--- config.mk ---
export PLATFORM = sky130hd
export DESIGN_NAME = cssr_socket_status
export DESIGN_NICKNAME = d
export VERILOG_FILES = /design/src/design/cssr_pkg.sv /design/src/design/cssr_socket_status.sv
export VERILOG_INCLUDE_DIRS = /design/src /design/src/design
export SDC_FILE = /design/constraint.sdc
export NUM_CORES = 1
export LEC_CHECK = 0
export ABC_AREA = 1
export BUFFER_PORTS_ARGS = -buffer_cell sky130_fd_sc_hd__buf_2
export CAP_MARGIN = 20
export CORE_MARGIN = 4
export CORE_UTILIZATION = 52
export CTS_BUF_LIST = sky130_fd_sc_hd__clkbuf_4 sky130_fd_sc_hd__clkbuf_8 sky130_fd_sc_hd__clkbuf_16
export CTS_CLUSTER_SIZE = 30
export DETAILED_ROUTE_END_ITERATION = 10
export GPL_ROUTABILITY_DRIVEN = 0
export HOLD_SLACK_MARGIN = 0.12
export PLACE_DENSITY_LB_ADDON = 0.12
export RECOVER_POWER = 25
export SLEW_MARGIN = 10
export SYNTH_ARGS = -nofsm -noshare
export SYNTH_HDL_FRONTEND = slang
export SYNTH_SLANG_ARGS = --single-unit
export TNS_END_PERCENT = 5
--- constraint.sdc ---
create_clock -name clock -period 2.8 [get_ports clock]
set_input_delay 0.56 -clock clock [delete_from_list [all_inputs] [get_ports clock]]
set_output_delay 0.56 -clock clock [all_outputs]
set_load 0.05 [all_outputs]
--- src/design/cssr_cfg.svh ---
/*
  Register offsets, field positions and reset values of the socket
  status and event-enable bank.
  Assumes inclusion by bare name from the package and the design file.
*/
`ifndef CSSR_CFG_SVH
`define CSSR_CFG_SVH

// register offsets inside the socket window
`define CSSR_OFF_EVENT 8'h00
`define CSSR_OFF_ENABLE 8'h04
`define CSSR_OFF_VIEW 8'h08
`define CSSR_OFF_FORCE 8'h0C

// event and enable field layout, bits 3..0
`define CSSR_EV_W 4
`define CSSR_EV_STS 0
`define CSSR_EV_DET1 1
`define CSSR_EV_DET2 2
`define CSSR_EV_PWR 3

// condition view field positions
`define CSSR_B_READY 6
`define CSSR_B_CB 5
`define CSSR_B_16 4
`define CSSR_B_CARDV 10
`define CSSR_B_VIDEO 27
`define CSSR_B_SOCK 28
`define CSSR_B_RSVD_LO 14
`define CSSR_RSVD_W 13

// reset values
`define CSSR_SOCK_RST 4'h3
`define CSSR_ENABLE_RST 4'h0
`define CSSR_WORD_ZERO 32'h00000000

`endif

--- src/design/cssr_pkg.sv ---
/*
  Types of the socket status and event-enable bank.
  Assumes the constants header sits beside it.
*/
`include "cssr_cfg.svh"

package cssr_pkg;

  // whole state of the bank, registered in one process
  typedef struct packed {
    logic primed;
    logic [3:0] enable;
    logic [3:0] event_bits;
    logic [3:0] sock_cap;
    logic video;
    logic [3:0] card_volt;
    logic cb_card;
    logic bit16_card;
    logic det1;
    logic det2;
    logic sts_prev;
    logic pwr;
    logic irq;
    logic ack;
    logic [31:0] rdata;
  } cssr_state_t;

endpackage : cssr_pkg

--- src/design/cssr_socket_status.sv ---
/*
  Socket event, event-enable and condition-view registers of one card
  socket, with the card status change interrupt.
  Assumes a register port synchronous to clock, card pins already
  synchronous, and an identification engine that reports busy/done.
*/
// Behaviour
// - enable bits choose which events interrupt
// - events record regardless of enable bits
// - enable bits 31..4 read zero, 3..0 RW
// - enable bit 3 gates power-cycle events
// - detect enable field 00 off, 11 on
// - enable bit 0 gates status pin events
// - condition view shows forced values
// - card fields captured at identification; voltage also set by a force write
// - identification pin moves hide from detect bits
// - bits 31,30 zero unless forced
// - bits 29,28 one unless forced
// - bit 27 reports video port support
// - view bits 26..14 read zero
// - bits 13..10 show card voltage support
// - view read-only, reset 3000_00XX
// - event sets on change, write one clears
// - CardBus rising edge, 16-bit both edges
// - view bit 0 mirrors status pin
// - view bit 3 shows socket powered
`timescale 1ns/1ps
`default_nettype none
`include "cssr_cfg.svh"

module cssr_socket_status
  import cssr_pkg::*;
#(
  parameter int DATA_W = 32,
  parameter bit VIDEO_RST = 1'b0
) (
  input wire logic clock, // 100 MHz bus clock
  input wire logic resetn, // async reset, active low
  input wire logic clk_en, // freezes all state when low
  input wire logic reg_req, // register access, one cycle
  input wire logic reg_wr, // 1 write, 0 read
  input wire logic [7:0] reg_addr, // byte offset in window
  input wire logic [DATA_W-1:0] reg_wdata, // write data
  output logic [DATA_W-1:0] reg_rdata, // read data, with ack
  output logic reg_ack, // answer pulse
  input wire logic detect_pin_one, // card detect pin 1 level
  input wire logic detect_pin_two, // card detect pin 2 level
  input wire logic card_status_pin, // status-change pin level
  input wire logic ready_pin, // ready/interrupt pin level
  input wire logic socket_power_on, // socket supply is up
  input wire logic ident_busy, // identification running
  input wire logic ident_done, // identification result pulse
  input wire logic ident_cardbus, // result: CardBus card
  input wire logic [3:0] ident_volt, // result: {Y.Y,X.X,3.3,5} ok
  output logic status_change_interrupt // card status change irq
);

  if (DATA_W != 32) begin : g_bad_width
    $error("cssr_socket_status: DATA_W must be 32");
  end

  ////////////////////////////////////////////////////////////////////
  // decode and event sources

  cssr_state_t st;
  cssr_state_t next_st;
  logic wr_event;
  logic wr_enable;
  logic wr_force;
  logic det_live;
  logic [3:0] force_vec;
  logic [3:0] clear_vec;
  logic [3:0] set_vec;
  logic sts_edge;

  // strobes per register; view is read-only, writes ignored
  assign wr_event = reg_req & reg_wr & (reg_addr == `CSSR_OFF_EVENT);
  assign wr_enable = reg_req & reg_wr & (reg_addr == `CSSR_OFF_ENABLE);
  assign wr_force = reg_req & reg_wr & (reg_addr == `CSSR_OFF_FORCE);
  assign force_vec = wr_force ? reg_wdata[`CSSR_EV_W-1:0] : `CSSR_ENABLE_RST;
  assign clear_vec = wr_event ? reg_wdata[`CSSR_EV_W-1:0] : `CSSR_ENABLE_RST;

  // detect bits only follow the pins outside identification
  assign det_live = st.primed & ~ident_busy;

  // CardBus cards flag rising edges only, 16-bit cards both
  assign sts_edge = st.cb_card ? (card_status_pin & ~st.sts_prev)
                               : (card_status_pin ^ st.sts_prev);

  // sources are recorded whatever the enable bits say
  assign set_vec[`CSSR_EV_STS] = (st.primed & sts_edge)
                               | force_vec[`CSSR_EV_STS];
  assign set_vec[`CSSR_EV_DET1] = (det_live & (detect_pin_one ^ st.det1))
                                | force_vec[`CSSR_EV_DET1];
  assign set_vec[`CSSR_EV_DET2] = (det_live & (detect_pin_two ^ st.det2))
                                | force_vec[`CSSR_EV_DET2];
  assign set_vec[`CSSR_EV_PWR] = (st.primed & (socket_power_on ^ st.pwr))
                               | force_vec[`CSSR_EV_PWR];

  ////////////////////////////////////////////////////////////////////
  // condition view word

  // view is assembled at read time so status and ready pin bits are current
  function automatic logic [31:0] view_word(
    input cssr_state_t s,
    input logic sts_pin,
    input logic rdy_pin
  );
    logic [31:0] w;
    w = `CSSR_WORD_ZERO;
    w[`CSSR_B_SOCK +: 4] = s.sock_cap;
    w[`CSSR_B_VIDEO] = s.video;
    w[`CSSR_B_CARDV +: 4] = s.card_volt;
    w[`CSSR_B_READY] = rdy_pin;
    w[`CSSR_B_CB] = s.cb_card;
    w[`CSSR_B_16] = s.bit16_card;
    w[`CSSR_EV_PWR] = s.pwr;
    w[`CSSR_EV_DET2] = s.det2;
    w[`CSSR_EV_DET1] = s.det1;
    w[`CSSR_EV_STS] = sts_pin;
    return w;
  endfunction : view_word

  ////////////////////////////////////////////////////////////////////
  // next state

  always_comb begin
    next_st = st;
    // first enabled cycle after reset just samples the pins, so a
    // card already seated at power-up raises no spurious event
    next_st.primed = 1'b1;
    next_st.sts_prev = card_status_pin;
    next_st.pwr = socket_power_on;
    if (!st.primed || !ident_busy) begin
      next_st.det1 = detect_pin_one;
      next_st.det2 = detect_pin_two;
    end
    // set wins over a write-one clear in the same cycle
    next_st.event_bits = (st.event_bits & ~clear_vec) | set_vec;
    if (wr_enable) begin
      next_st.enable = reg_wdata[`CSSR_EV_W-1:0];
    end
    // card fields move only on identification or a forced write
    if (ident_done) begin
      next_st.card_volt = ident_volt;
      next_st.cb_card = ident_cardbus;
      next_st.bit16_card = ~ident_cardbus;
    end
    if (wr_force) begin
      next_st.card_volt = reg_wdata[`CSSR_B_CARDV +: 4];
      next_st.video = reg_wdata[`CSSR_B_VIDEO];
      next_st.sock_cap = reg_wdata[`CSSR_B_SOCK +: 4];
    end
    // each enable bit gates its own event bit
    next_st.irq = |(next_st.event_bits & next_st.enable);
    // every request taken while clk_en is high gets one answer the next cycle
    next_st.ack = reg_req;
    next_st.rdata = `CSSR_WORD_ZERO;
    if (reg_req && !reg_wr) begin
      unique case (reg_addr)
        `CSSR_OFF_EVENT: next_st.rdata[`CSSR_EV_W-1:0] = st.event_bits;
        `CSSR_OFF_ENABLE: next_st.rdata[`CSSR_EV_W-1:0] = st.enable;
        `CSSR_OFF_VIEW: next_st.rdata = view_word(st, card_status_pin,
                                                  ready_pin);
        default: next_st.rdata = `CSSR_WORD_ZERO;
      endcase
    end
  end

  ////////////////////////////////////////////////////////////////////
  // state register

  // reset to documented defaults; clk_en freezes everything
  always_ff @(posedge clock or negedge resetn) begin
    if (!resetn) begin
      st <= '0;
      st.sock_cap <= `CSSR_SOCK_RST;
      st.video <= VIDEO_RST;
      st.det1 <= 1'b1;
      st.det2 <= 1'b1;
    end else if (clk_en) begin
      st <= next_st;
    end
  end

  assign reg_rdata = st.rdata;
  assign reg_ack = st.ack;
  assign status_change_interrupt = st.irq;
endmodule : cssr_socket_status

`default_nettype wire
# After elaboration in Yosys (flattened, before gate mapping)
# Cells that the tools add are included.
[word_totals]
ff_bits = 58
inputBits = 57
elab_cells = 64
[classes]
eq_ne = 3
muxes = 9
bitwise_logic = 25
reduce_logical = 12
[op_table]
columns = ["cell", "count"]
rows = [
  ["32-bit two-way mux", 1],
  ["28-bit two-way mux", 1],
  ["8-bit by 4-bit == test with 1-bit output, second input constant", 2],
  ["4-bit two-way mux", 4],
  ["4-bit one-hot mux with 3 select lines", 1],
  ["1-bit bitwise AND", 10],
  ["4-bit bitwise AND", 2],
  ["8-bit by 3-bit == test with 1-bit output, second input constant", 1],
  ["8-bit zero test", 1],
  ["2-bit AND reduction", 4],
  ["6-bit two-way mux", 1],
  ["4-bit NOT", 1],
  ["1-bit bitwise OR", 4],
  ["4-bit bitwise OR", 1],
  ["4-bit OR reduction", 1],
  ["1-bit bitwise XOR", 4],
  ["1-bit zero test", 3],
  ["1-bit NOT", 3],
  ["2-bit nonzero test", 1],
  ["1-bit logical AND", 1],
  ["1-bit logical OR", 1],
  ["1-bit two-way mux", 1],
]

# Depth between registers and ports, before layout
[depth]
depth_word = 8
depth_mapped = 12
mapped_depth_nobuf = 12

# Least setup slack after synthesis
# Ideal clock, no wire load.
[synth_path]
path_kind = "input to register"
from = "input reg_addr[7]"
to = "register st (netlist bit status_change_interrupt)"
setup_time_ns = 0.119
arrival_ns = 1.443
t_required_ns = 2.681
slack_ns = 1.238
cell_stages = 10
cell_sequence = "nor2_2 -> nand2_4 -> nor2_4 -> nand2_1 -> o21ai_1 -> nand2_1 -> nand2_1 -> nand2_1 -> nor2_1 -> nor2_1"
[synth_between]
elab_chain_cells = 8
elab_cells_between_ends = 18
classes_between = "eq/ne (2); mux (3); bitwise (11); reduce/logical (2)"
[synth_rtl]
columns = ["item", "line_no", "source"]
rows = [
  ["from (decl)", "cssr_socket_status.sv:42", "input wire logic [7:0] reg_addr,"],
  ["8-bit zero test", "-", ""],
  ["1-bit bitwise AND", "cssr_socket_status.sv:77", "assign wr_event = reg_req & reg_wr & (reg_addr == `CSSR_OFF_EVENT);"],
  ["4-bit two-way mux (no line)", "-", ""],
  ["4-bit NOT", "cssr_socket_status.sv:139", "next_st.event_bits = (st.event_bits & ~clear_vec) | set_vec;"],
  ["4-bit bitwise AND", "cssr_socket_status.sv:139", ""],
  ["4-bit bitwise OR", "cssr_socket_status.sv:139", ""],
  ["4-bit bitwise AND *", "cssr_socket_status.sv:155", "next_st.irq = |(next_st.event_bits & next_st.enable);"],
  ["4-bit OR reduction *", "cssr_socket_status.sv:155", ""],
  ["to (signal assigned)", "cssr_socket_status.sv:182", "st <= next_st;"],
  ["to (decl)", "cssr_socket_status.sv:65", "cssr_state_t st;"],
]
# Mark *: on every way between the ends. The rest lies on a longest branch, timed or not.
# A chain may end at the register's enable or synchronous reset.

# Worst setup path after layout
[layout_path]
from = "input clk_en"
to = "register st[41] (netlist bit)"
[layout_between]
elab_chain_cells = 1
[layout_rtl]
columns = ["item", "line_no", "source"]
rows = [
  ["from (decl)", "cssr_socket_status.sv:39", "input wire logic clk_en,"],
  ["2-bit AND reduction (no line)", "-", ""],
]
# No other way between the ends.

==> results.sh <==
export IMPL_placedCellCount=373
export IMPL_drtIter0Drc=50
export IMPL_start_util_pct=53.4
export IMPL_ir_worst_vdd_mv=0.264
export IMPL_post_dp_cell_area_um2=2470
export IMPL_via_count=1850
export IMPL_nFillCells=435
export IMPL_r2r_slack_ns=1.50
export IMPL_slew_violations=0
export IMPL_grt_pass1_vias=1597
export IMPL_drcViolationCount=0
export IMPL_synthArstFlopShare_pct=100
export IMPL_rr_endpoint="status_change_interrupt$_DFFE_PN0P_"
export IMPL_mostFrequentLayoutCells="nand2_1 (88), buf_2 (54), dfrtp_1 (38)"
export IMPL_cts_buffers=5
export IMPL_crit_top_cell="clkbuf_1"
export IMPL_total_power_mw=1.25
export IMPL_status="finished clean"
export IMPL_grt_max_degree=43
export IMPL_critPathArrivalTime_ns=2.15
export IMPL_crit_path_end_kind="flip-flop"
export IMPL_synthToLayoutAreaGrowth_pct=10.0
export IMPL_synth_cell_types=30
export IMPL_reg2reg_from="st[35]$_DFFE_PN0P_"
export IMPL_synth_edf_count=0
export IMPL_hold_buffers=0
export IMPL_holdWs_ns=0.388
export IMPL_portBuffers=55
export IMPL_synth_main_ff_cell="dfrtp_1"
export IMPL_route_final_wire_length_um=4650
export IMPL_critPathKind="in2reg"
export IMPL_hpwl_um=3430
export IMPL_fin_area_um2=2560
export IMPL_synth_seq_area_share_pct=45.4
export IMPL_grt_pass1_wl_um=7230
export IMPL_rsz0062_at_grt="false"
export IMPL_cellLeakagePower_nw=1.41
export IMPL_crit_required_ns=3.02
export IMPL_final_util_pct=58.7
export IMPL_max_cap_violations=0
export IMPL_drt_wirelength_per_cell_um=12.2
export IMPL_fin_crit_ns=1.93
export IMPL_ys_ff_latch=42
export IMPL_ant_nets=0
export IMPL_rr_worst_depth=9
export IMPL_antenna_found_initial=0
export IMPL_design_core_area_um2=4350
export IMPL_layout_commonest_cell="nand2_1"
export IMPL_drive_above_1_share_pct=24.9
export IMPL_slowest_stage="clkbuf_1"
export IMPL_grt_usage_pct=17.1
export IMPL_min_path_type="in2async"
export IMPL_fin_crit_sh_pct=68.9
export IMPL_cts_htree_levels=2
export IMPL_max_clock_freq_mhz=518
export IMPL_fin_worst_skew_ns=0.0117
export IMPL_die_w_um=74.8
export IMPL_netlist_instances=286
export IMPL_fin_cells=381
export IMPL_start_kind="input port"
export IMPL_clock_sinks=42
export IMPL_crit_chain="clkbuf_1 -> clkbuf_1 -> nand2_1 -> nand2_2 -> o211ai_1 -> o21ai_0"
export IMPL_setup_viol=0
export IMPL_tightest_slew_ns=0.921
export IMPL_dr_pass1_iters=4
export IMPL_place_worst_setup_slack_ns=0.884
export IMPL_path_clk_slew_ns=0.09
export IMPL_num_rows=24
export IMPL_cts_setup_buffers=0
export IMPL_final_nets=386
export IMPL_clock_latency_ns=0.30
export IMPL_power_density_nw_per_um2=488
export IMPL_io_pins=91
export IMPL_grt_ovfl_total=0
export IMPL_cpPeakStageDelay_ns=0.68
export IMPL_netlist_area_um2=2320
export IMPL_cts_resized_gates=0
export IMPL_ys_warn_count=0
export IMPL_crit_fanout=20
export IMPL_vias_per_cell=4.86
export IMPL_finalHoldViolCount=0
export IMPL_cts_tree="built"
export IMPL_die_h_um=74.8
export IMPL_cts_root_buf="clkbuf_8"
export IMPL_finalSetupTns_ns=0
export IMPL_n_antenna_cell=0
export IMPL_die_area_um2=5600
export IMPL_layout_setup_ws_ns=0.870
export IMPL_syn_avg_cell_area_um2=8.12
export IMPL_clockBufferDepth=2
export IMPL_slew_headroom_pct=38.6
## cells by family after synthesis
kind of cell / count (synthesis) / synth area share (%)
muxes: 1 / 0.485
adders and majority gates: 1 / 0.538
other: 1 / 0.161
DFF: 42 / 45.4
buffers and inverters: 63 / 15.4
AOI/OAI and AO/OA: 45 / 11.6
and+or+nand+nor: 133 / 26.3
## power by group
part / total [mW] / internal [mW] / switching, mW / leakage (nW)
sequential: 0.654 / 0.638 / 0.0159 / 0.513
combinational: 0.203 / 0.0529 / 0.150 / 0.857
clock: 0.391 / 0.175 / 0.216 / 0.0441
total: 1.25 / 0.866 / 0.382 / 1.41
## critical path, delay by kind of cell
kind,cells,cell delay (ns)
AO/OA/AOI/OAI,2,0.20
AND/OR/NAND/NOR,2,0.47
buffers and inverters,2,0.91
## how the worst max path moves through the flow
stage	startpoint	slack, ns	cells after the start	endpoint
2_1_floorplan	reg_addr[7]	1.24	10	status_change_interrupt$_DFFE_PN0P_
3_3_place_gp	reg_addr[1]	0.87	6	reg_rdata[13]$_DFFE_PN0P_
3_5_place_dp	reg_addr[1]	0.88	6	reg_rdata[13]$_DFFE_PN0P_
4_1_cts	reg_addr[1]	1.19	6	reg_rdata[13]$_DFFE_PN0P_
5_1_grt	clk_en	0.70	6	st[43]$_DFFE_PN0P_
6_report	clk_en	0.87	6	st[41]$_DFFE_PN0P_
## flip-flops by register name, summed over array words and instances, names as in the netlist
signal and count:
st 24, reg_rdata 16, reg_ack 1, status_change_interrupt 1
## Yosys cell counts (3+ instances only)
master    instances  area share, %
nand3_1          14            3.0
a21oi_1           6            1.3
inv_1            26            4.2
dfstp_2           4            4.5
nand2_4           3            1.5
o21ai_1           6            1.3
a31oi_1           3           0.81
a32o_1            3            1.3
buf_4            32             10
dfrtp_1          38             41
nor2_2            3           0.81
o21ai_0          17            3.7
nor2_1           17            2.7
nand2_1          88             14
o211ai_1          7            2.3
## layout make-up
type | instances | area [um2] | share of cell area, %
Clock buffer | 5 | 68.8 | 2.69
Clock inverter | 3 | 21.3 | 0.832
Inverter | 27 | 101 | 3.96
Multi-Input combinational cell | 196 | 966 | 37.8
Sequential cell | 42 | 1060 | 41.3
Tap cell | 52 | 65.1 | 2.55
Timing Repair Buffer | 56 | 278 | 10.9
## layer usage
layer  share of wire, %  wire length (um)  track usage, %  vias to the layer above
met3                6.8               317            4.14                        6
met4                1.3                61            5.34                        0
li1                   -                 -               -                      951
met2                 45              2100            26.3                       56
met1                 47              2170            24.0                      837
met5                  0                 0               0                        -
Note: power is estimated with default switching activity, not from simulation.
